[config.mk]
export PLATFORM = sky130hd
export DESIGN_NAME = iscr_regs
export DESIGN_NICKNAME = d
export VERILOG_FILES = /design/src/common/iscr_pkg.sv /design/src/rtl/iscr_regs.sv
export SDC_FILE = /design/constraint.sdc
export NUM_CORES = 1
export LEC_CHECK = 0
export ABC_AREA = 0
export BUFFER_PORTS_ARGS = -buffer_cell sky130_fd_sc_hd__clkbuf_2
export CORE_MARGIN = 5
export CORE_UTILIZATION = 54
export DETAILED_ROUTE_END_ITERATION = 7
export GPL_ROUTABILITY_DRIVEN = 0
export HOLD_SLACK_MARGIN = 0.02
export PLACE_DENSITY = 0.9
export SLEW_MARGIN = 20
export SYNTH_ARGS = -nofsm -noshare
export SYNTH_HDL_FRONTEND = slang
export SYNTH_SLANG_ARGS = --single-unit
[constraint.sdc]
create_clock -name mclk -period 1.7 [get_ports mclk]
set_input_delay 0 -clock mclk [delete_from_list [all_inputs] [get_ports mclk]]
set_output_delay 0 -clock mclk [all_outputs]
set_load 0.02 [all_outputs]
[src/common/iscr_pkg.sv]
package iscr_pkg;

  // ****************************************
  // register offsets
  // ****************************************
  localparam logic [7:0] OFS_MIN_RES  = 8'h03;
  localparam logic [7:0] OFS_AMP_RESP = 8'h04;
  localparam logic [7:0] OFS_CNT_REF  = 8'h05;
  localparam logic [7:0] OFS_UTH_LO   = 8'h06;
  localparam logic [7:0] OFS_UTH_HI   = 8'h07;

  // ****************************************
  // reset values
  // ****************************************
  localparam logic [7:0]  RST_MIN_RES  = 8'h45;
  localparam logic [7:0]  RST_AMP_RESP = 8'h1B;
  localparam logic [7:0]  RST_CNT_REF  = 8'h01;
  localparam logic [7:0]  RST_UTH_LO   = 8'hFF;
  localparam logic [7:0]  RST_UTH_HI   = 8'hFF;

  // ****************************************
  // field positions and masks
  // ****************************************
  localparam int         AMP_LSB       = 3;
  localparam int         RESP_LSB      = 0;
  localparam int         REF_SEL_BIT   = 1;
  localparam int         PD_BIT        = 0;
  localparam logic [7:0] AMP_RESP_MASK = 8'h1F;
  localparam logic [7:0] CNT_REF_MASK  = 8'h03;

  // ****************************************
  // field encodings
  // ****************************************
  typedef enum logic [1:0] {
    ISCR_AMP_1V  = 2'h0,
    ISCR_AMP_2V  = 2'h1,
    ISCR_AMP_4V  = 2'h2,
    ISCR_AMP_RSV = 2'h3
  } iscr_amp_t;

  localparam logic [2:0] RESP_MIN_LEGAL = 3'h2;

  // ****************************************
  // register access carrier
  // ****************************************
  typedef struct packed {
    logic       wr;
    logic       rd;
    logic [7:0] addr;
    logic [7:0] wdata;
  } iscr_req_t;

  // ****************************************
  // configuration carried to the converter
  // ****************************************
  typedef struct packed {
    logic [7:0]  min_res_code;
    iscr_amp_t   amplitude;
    logic [2:0]  resp_code;
    logic        ref_is_crystal;
    logic        timebase_powerdown;
    logic [15:0] upper_threshold;
  } iscr_cfg_t;

endpackage : iscr_pkg

[src/rtl/iscr_regs.sv]
`timescale 1ns/1ps
// What this block does
// - Read/write byte at 0x03 holds minimum resonance code, resets to 0x45.
// - Bits 4-3 at 0x04 pick amplitude 1V/2V/4V; code 11 reserved.
// - Bits 2-0 pick response length 192..6144; codes 000 and 001 reserved.
// - Register 0x04 resets to 0x1B; bits 7-5 read zero.
// - Bit 1 at 0x05: one picks crystal, zero picks time-base clock input.
// - Bit 0 at 0x05 set powers down crystal and disables time-base clock.
// - Register 0x05 resets to 0x01; bits 7-2 read zero.
// - Writing 0x06 loads only a holding buffer, not the live threshold.
// - Reading 0x06 returns live threshold bits 7:0, not the buffer.
// - Register 0x06 resets to 0xFF.
// - Register 0x07 maps to threshold 15:8; threshold resets to 0xFFFF.
// - Writing 0x07 commits written byte and buffered low byte together.
module iscr_regs (
  // clock and reset
  input  wire logic               mclk,
  input  wire logic               rstn,
  // register access
  input  wire iscr_pkg::iscr_req_t req,
  output logic [7:0]              rdata,
  output logic                    addr_hit,
  // configuration to the converter
  output iscr_pkg::iscr_cfg_t     cfg,
  output logic                    cfg_illegal
);

  // ****************************************
  // reset release
  // ****************************************
  logic rst_meta_q;
  logic rst_sync_q;
  wire  rst_n = rst_sync_q;

  always_ff @(posedge mclk or negedge rstn) begin
    if (!rstn) begin
      rst_meta_q <= 1'b0;
      rst_sync_q <= 1'b0;
    end else begin
      rst_meta_q <= 1'b1;
      rst_sync_q <= rst_meta_q;
    end
  end

  // ****************************************
  // address decode
  // ****************************************
  wire sel_min  = (req.addr == iscr_pkg::OFS_MIN_RES);
  wire sel_amp  = (req.addr == iscr_pkg::OFS_AMP_RESP);
  wire sel_ref  = (req.addr == iscr_pkg::OFS_CNT_REF);
  wire sel_lo   = (req.addr == iscr_pkg::OFS_UTH_LO);
  wire sel_hi   = (req.addr == iscr_pkg::OFS_UTH_HI);
  wire wr_min   = req.wr & sel_min;
  wire wr_amp   = req.wr & sel_amp;
  wire wr_ref   = req.wr & sel_ref;
  wire wr_lo    = req.wr & sel_lo;
  wire wr_hi    = req.wr & sel_hi;

  assign addr_hit = sel_min | sel_amp | sel_ref | sel_lo | sel_hi;

  unmapped_write_a : assert property (@(posedge mclk) disable iff (!rst_n)
    (req.wr && !addr_hit) |=> $stable(cfg))
    else $error("unmapped write changed configuration");

  // ****************************************
  // storage
  // ****************************************
  logic [7:0]  min_res_q;
  logic [7:0]  amp_resp_q;
  logic [7:0]  cnt_ref_q;
  logic [7:0]  lo_buf_q;
  logic [15:0] uth_q;

  wire [7:0]  min_res_d  = wr_min ? req.wdata : min_res_q;
  wire [7:0]  amp_resp_d = wr_amp ? (req.wdata & iscr_pkg::AMP_RESP_MASK) : amp_resp_q;
  wire [7:0]  cnt_ref_d  = wr_ref ? (req.wdata & iscr_pkg::CNT_REF_MASK) : cnt_ref_q;
  wire [7:0]  lo_buf_d   = wr_lo ? req.wdata : lo_buf_q;
  wire [15:0] uth_d      = wr_hi ? {req.wdata, lo_buf_q} : uth_q;

  always_ff @(posedge mclk or negedge rst_n) begin
    if (!rst_n) begin
      min_res_q  <= iscr_pkg::RST_MIN_RES;
      amp_resp_q <= iscr_pkg::RST_AMP_RESP;
      cnt_ref_q  <= iscr_pkg::RST_CNT_REF;
      lo_buf_q   <= iscr_pkg::RST_UTH_LO;
      uth_q      <= {iscr_pkg::RST_UTH_HI, iscr_pkg::RST_UTH_LO};
    end else begin
      min_res_q  <= min_res_d;
      amp_resp_q <= amp_resp_d;
      cnt_ref_q  <= cnt_ref_d;
      lo_buf_q   <= lo_buf_d;
      uth_q      <= uth_d;
    end
  end

  // ****************************************
  // read path
  // ****************************************
  wire [7:0] rd_mux =
      sel_min ? min_res_q :
      sel_amp ? amp_resp_q :
      sel_ref ? cnt_ref_q :
      sel_lo  ? uth_q[7:0] :
      sel_hi  ? uth_q[15:8] :
      8'h00;

  assign rdata = req.rd ? rd_mux : 8'h00;

  idle_read_zero_a : assert property (@(posedge mclk) disable iff (!rst_n)
    !req.rd |-> (rdata == 8'h00))
    else $error("read data not zero while idle");

  unmapped_read_a : assert property (@(posedge mclk) disable iff (!rst_n)
    (req.rd && !addr_hit) |-> (rdata == 8'h00))
    else $error("unmapped read not zero");

  hi_read_live_a : assert property (@(posedge mclk) disable iff (!rst_n)
    (req.rd && sel_hi) |-> (rdata == uth_q[15:8]))
    else $error("high byte read not live threshold");

  amp_read_zero_a : assert property (@(posedge mclk) disable iff (!rst_n)
    (req.rd && sel_amp) |-> (rdata[7:5] == 3'h0))
    else $error("amplitude register reserved bits read nonzero");

  ref_read_zero_a : assert property (@(posedge mclk) disable iff (!rst_n)
    (req.rd && sel_ref) |-> (rdata[7:2] == 6'h00))
    else $error("reference register reserved bits read nonzero");

  // ****************************************
  // configuration outputs
  // ****************************************
  wire [1:0] amp_code  = amp_resp_q[iscr_pkg::AMP_LSB +: 2];
  wire [2:0] resp_code = amp_resp_q[iscr_pkg::RESP_LSB +: 3];

  assign cfg.min_res_code       = min_res_q;
  assign cfg.amplitude          = iscr_pkg::iscr_amp_t'(amp_code);
  assign cfg.resp_code          = resp_code;
  assign cfg.ref_is_crystal     = cnt_ref_q[iscr_pkg::REF_SEL_BIT];
  assign cfg.timebase_powerdown = cnt_ref_q[iscr_pkg::PD_BIT];
  assign cfg.upper_threshold    = uth_q;

  // reserved codes flagged, host must avoid them
  assign cfg_illegal = (amp_code == iscr_pkg::ISCR_AMP_RSV) |
                       (resp_code < iscr_pkg::RESP_MIN_LEGAL);

  // ****************************************
  // checks
  // ****************************************
  lo_buffer_only_a : assert property (@(posedge mclk) disable iff (!rst_n)
    (wr_lo && !wr_hi) |=> (uth_q == $past(uth_q)))
    else $error("low byte write changed live threshold");

  hi_commit_a : assert property (@(posedge mclk) disable iff (!rst_n)
    wr_hi |=> (uth_q == {$past(req.wdata), $past(lo_buf_q)}))
    else $error("high byte write did not commit both bytes");

  lo_read_live_a : assert property (@(posedge mclk) disable iff (!rst_n)
    (req.rd && sel_lo) |-> (rdata == uth_q[7:0]))
    else $error("low byte read not live threshold");

  amp_resv_zero_a : assert property (@(posedge mclk) disable iff (!rst_n)
    amp_resp_q[7:5] == 3'h0)
    else $error("amplitude register reserved bits set");

  ref_resv_zero_a : assert property (@(posedge mclk) disable iff (!rst_n)
    cnt_ref_q[7:2] == 6'h00)
    else $error("reference register reserved bits set");

  min_write_a : assert property (@(posedge mclk) disable iff (!rst_n)
    wr_min |=> (cfg.min_res_code == $past(req.wdata)))
    else $error("minimum resonance code not written");

  ref_sel_a : assert property (@(posedge mclk) disable iff (!rst_n)
    wr_ref |=> (cfg.ref_is_crystal == $past(req.wdata[1])))
    else $error("reference select not updated");

  pd_write_a : assert property (@(posedge mclk) disable iff (!rst_n)
    wr_ref |=> (cfg.timebase_powerdown == $past(req.wdata[0])))
    else $error("power-down bit not updated");

  reset_vals_a : assert property (@(posedge mclk)
    $rose(rst_n) |-> (uth_q == {iscr_pkg::RST_UTH_HI, iscr_pkg::RST_UTH_LO} && lo_buf_q == iscr_pkg::RST_UTH_LO &&
                      amp_resp_q == iscr_pkg::RST_AMP_RESP && cnt_ref_q == iscr_pkg::RST_CNT_REF &&
                      min_res_q == iscr_pkg::RST_MIN_RES))
    else $error("reset values wrong");

  resp_field_a : assert property (@(posedge mclk) disable iff (!rst_n)
    wr_amp |=> (cfg.resp_code == $past(req.wdata[2:0])))
    else $error("response field not updated");

  amp_resv_flag_a : assert property (@(posedge mclk) disable iff (!rst_n)
    (cfg.amplitude == iscr_pkg::ISCR_AMP_RSV) |-> cfg_illegal)
    else $error("reserved amplitude not flagged");

  resp_resv_flag_a : assert property (@(posedge mclk) disable iff (!rst_n)
    (cfg.resp_code < iscr_pkg::RESP_MIN_LEGAL) |-> cfg_illegal)
    else $error("reserved response code not flagged");

  legal_clear_a : assert property (@(posedge mclk) disable iff (!rst_n)
    ((cfg.amplitude != iscr_pkg::ISCR_AMP_RSV) && (cfg.resp_code >= iscr_pkg::RESP_MIN_LEGAL)) |-> !cfg_illegal)
    else $error("legal configuration flagged");

  amp_write_a : assert property (@(posedge mclk) disable iff (!rst_n)
    wr_amp |=> (cfg.amplitude == $past(req.wdata[iscr_pkg::AMP_LSB +: 2])))
    else $error("amplitude field not updated");

  lo_write_buf_a : assert property (@(posedge mclk) disable iff (!rst_n)
    wr_lo |=> (lo_buf_q == $past(req.wdata)))
    else $error("low byte write not buffered");

  min_hold_a : assert property (@(posedge mclk) disable iff (!rst_n)
    !wr_min |=> $stable(min_res_q))
    else $error("minimum resonance code changed without write");

  thresh_hold_a : assert property (@(posedge mclk) disable iff (!rst_n)
    !wr_hi |=> $stable(uth_q))
    else $error("live threshold changed without high byte write");

endmodule : iscr_regs

==> impl_results.md <==
* Status: completed
* Antenna cell count at 0
* Remaining Overflow, GRT at 0
* Drt pass-1 iters at 5
* Sink Count at between 40 and 50
* CP Cell Sequence: mux2_2 -> a22oi_1 -> a211oi_1 -> clkbuf_2
* Fillers at about 250
* NetSw at slightly below 500 µW
* Slew Viols, Final at 0
* CP top delay family: flip-flops
* Row count at 22
* Clock-pin slew of the registers on the worst-case setup and hold paths at 70 ps
* Ports at 61
* CP bufs+invs at 1
* DRT iter0 DRCs at 90
* Pwr dens at 769 nW/µm²
* Largest net degree at the start of global routing at 40
* Post-route minimum period at about 1500 ps
* Core area at around 3600 µm²
* Post-synth top cells: mux2_2, dfstp_2, mux2_4
* RSZ-0062 raised after global routing: no
* Mapped Cells at 142
* Post-synth top flop: dfstp_2
* DR WL/cell at 17.9 µm
* Clk network pwr share at 0.325
* Maxcap violations at 0
* H-tree depth at 2
* Multi-input gate area at 862 µm²
* Die width at roughly 70 µm
* Placed instance count at 252
* Starting Density at 0.546
* Worst Path Arrival at around 1500 ps
* Yosys warns at 0
* Worst vdd ir at 0.000637 V
* CTS buffer count at 5
* Post-Layout Cell Count at 268
* DR DRC count at 0
* Internal Pwr Total at 1470 µW
* Slowest library cell on the worst path: dfstp_2
* Sequential Power Share at 0.546
* Mapped Nets at between 150 and 200
* Cell Area, Synth at 1970 µm²
* Static Leak at between 0.001 and 0.0015 µW
* CP max stage delay at 570 ps
* PnR worst setup slack at 169 ps
* Startpoint Class: flip-flop
* Initial antenna violation count at 0
* Post-synth EDFFs at 0
* Synthesized flop and latch total at 41
* Peak Freq at 653 MHz
* Clock Skews at 5.02 ps
* Worst Path Max Fanout at 3
* Yosys top cell area share at 0.427
* Critical Path RT at 1700 ps
* Hold Path Class: primary input to flip-flop
* HPWL Detailed at 3410 µm
* Endpoints failing setup at 0
* Total power at 1950 µW
* Post-Route WL at between 4000 and 5000 µm
* Synth area leader: dfstp_2
* Setup TNS at 0 ps
* Fin crit share at 0.901
* Synth area leaders: dfstp_2, mux2_2, dfrtp_1, mux2_4, a22oi_1
* Vias in the first global route at roughly 1,600
* Synth async-reset ratio at 1.00
* # Post-CTS Setup Buffers at 0
* Post-Syn Area per Cell at 13.9 µm²
* Count leader, synth: mux2_2
* Vias per cell at 5.53
* FF/Latch Area at 1070 µm²
* Worst-skew pair later-pin latency at 290 ps
* CTS tree: done
* P&R area growth vs syn at 29.0%
* Sequential-to-total area share from yosys stat at 0.541
* Sw Share at 0.247
* Crit path capture type: output pin
* ANT nets after route at 0
* Die height at around 70 µm
* Global-route wire length before repair at 7900 µm
* Dpl ws at 11.0 ps
* Longest Clk Path Bufs at 2
* DR vias at 1,483
* Total track usage at 0.210
* Share of post-route cells with drive strength above 1 at 0.714
* Comb pwr share at 0.129
* PortBufs at 60
* Die area at 4950 µm²
* Nets at 240
* Synth cell types at 31
* Final hold viol count at 0
* Root buffer cell: clkbuf_8
* Crit Path Class: flip-flop to output pin
[repair_timing]
item | in CTS | in global routing
endpoints found under the hold margin | 28 | 0
gates resized for setup | 0 | 0
hold buffers | 9 | 0
[registers in the layout, indices dropped and copies added (netlist names)]
register / cells
min_res_q: 8
lo_buf_q: 8
rst_n: 1
rst_meta_q: 1
amp_resp_q: 5
uth_q: 16
cnt_ref_q: 2
[final cells by class]
cell class | count | area share
Clock buffer | 7 | 0.0340
Multi-Input combinational cell | 93 | 0.339
Sequential cell | 41 | 0.420
Tap cell | 48 | 0.0236
Timing Repair Buffer | 79 | 0.183
[power by group through the flow]
stage	Sequential (µW)	Clock, µW	Combinational [µW]
floorplan	1120	0	92.9
CTS	1070	649	250
global route	1070	688	271
detailed placement	1080	0	234
finish	1070	636	251
global placement	1080	0	227
[worst paths after layout]
| check | to | startpoint | cells past startpoint | slack [ps] |
|---|---|---|---|---|
| worst max-delay path | rdata[2] | uth_q[10] | 4 | 170 |
| worst min-delay path | uth_q[8] | req[0] | 2 | 20 |
| worst max register to register | min_res_q[1] | min_res_q[1] | 1 | 890 |
| worst min register to register | min_res_q[7] | rst_n | 1 | 290 |
| max in group asynchronous | rst_meta_q | rstn | 3 | 1030 |
| min in group asynchronous | min_res_q[7] | rst_n | 1 | 290 |
[metal layers]
metal	global-route usage	share of wire	vias up
met2	0.337	0.50	67
met3	0.0475	0.078	6
met4	0.0915	0.011	0
met1	0.271	0.41	738
li1	-	-	672
met5	0	0	-
[placed cells by master (no fill, tap or decap), drive strengths merged, types with 2 or more instances in the layout]
cell / count
a211oi: 2
a21o: 2
a21oi: 5
a22oi: 5
a32oi: 2
buf: 10
clkbuf: 67
dfrtp: 9
dfstp: 32
dlygate4sd3: 9
mux2: 45
mux2i: 2
nand2: 7
nand3: 4
nand3b: 2
nor2: 6
nor4: 2
[through the flow]
stage / hold slack (ps) / utilization / instance area, µm²
floorplan: -296 / - / 1970
global placement: -214 / 0.655 / 2360
detailed placement: -212 / 0.655 / 2360
CTS: 22.1 / 0.704 / 2540
global route: 28.6 / 0.704 / 2540
finish: 20.4 / 0.704 / 2540
[logic make-up (layout without fill, tap and decap cells)]
| family | Yosys count | after routing | synth area share |
|---|---|---|---|
| AND/OR/NAND/NOR | 26 | 26 | 0.0832 |
| buffers and inverters | 8 | 86 | 0.0210 |
| AO/OA/AOI/OAI | 19 | 19 | 0.0661 |
| multiplexers | 47 | 47 | 0.287 |
| other | 1 | 1 | 0.00190 |
| flip-flops | 41 | 41 | 0.541 |
(Power assumes the default switching activity.)
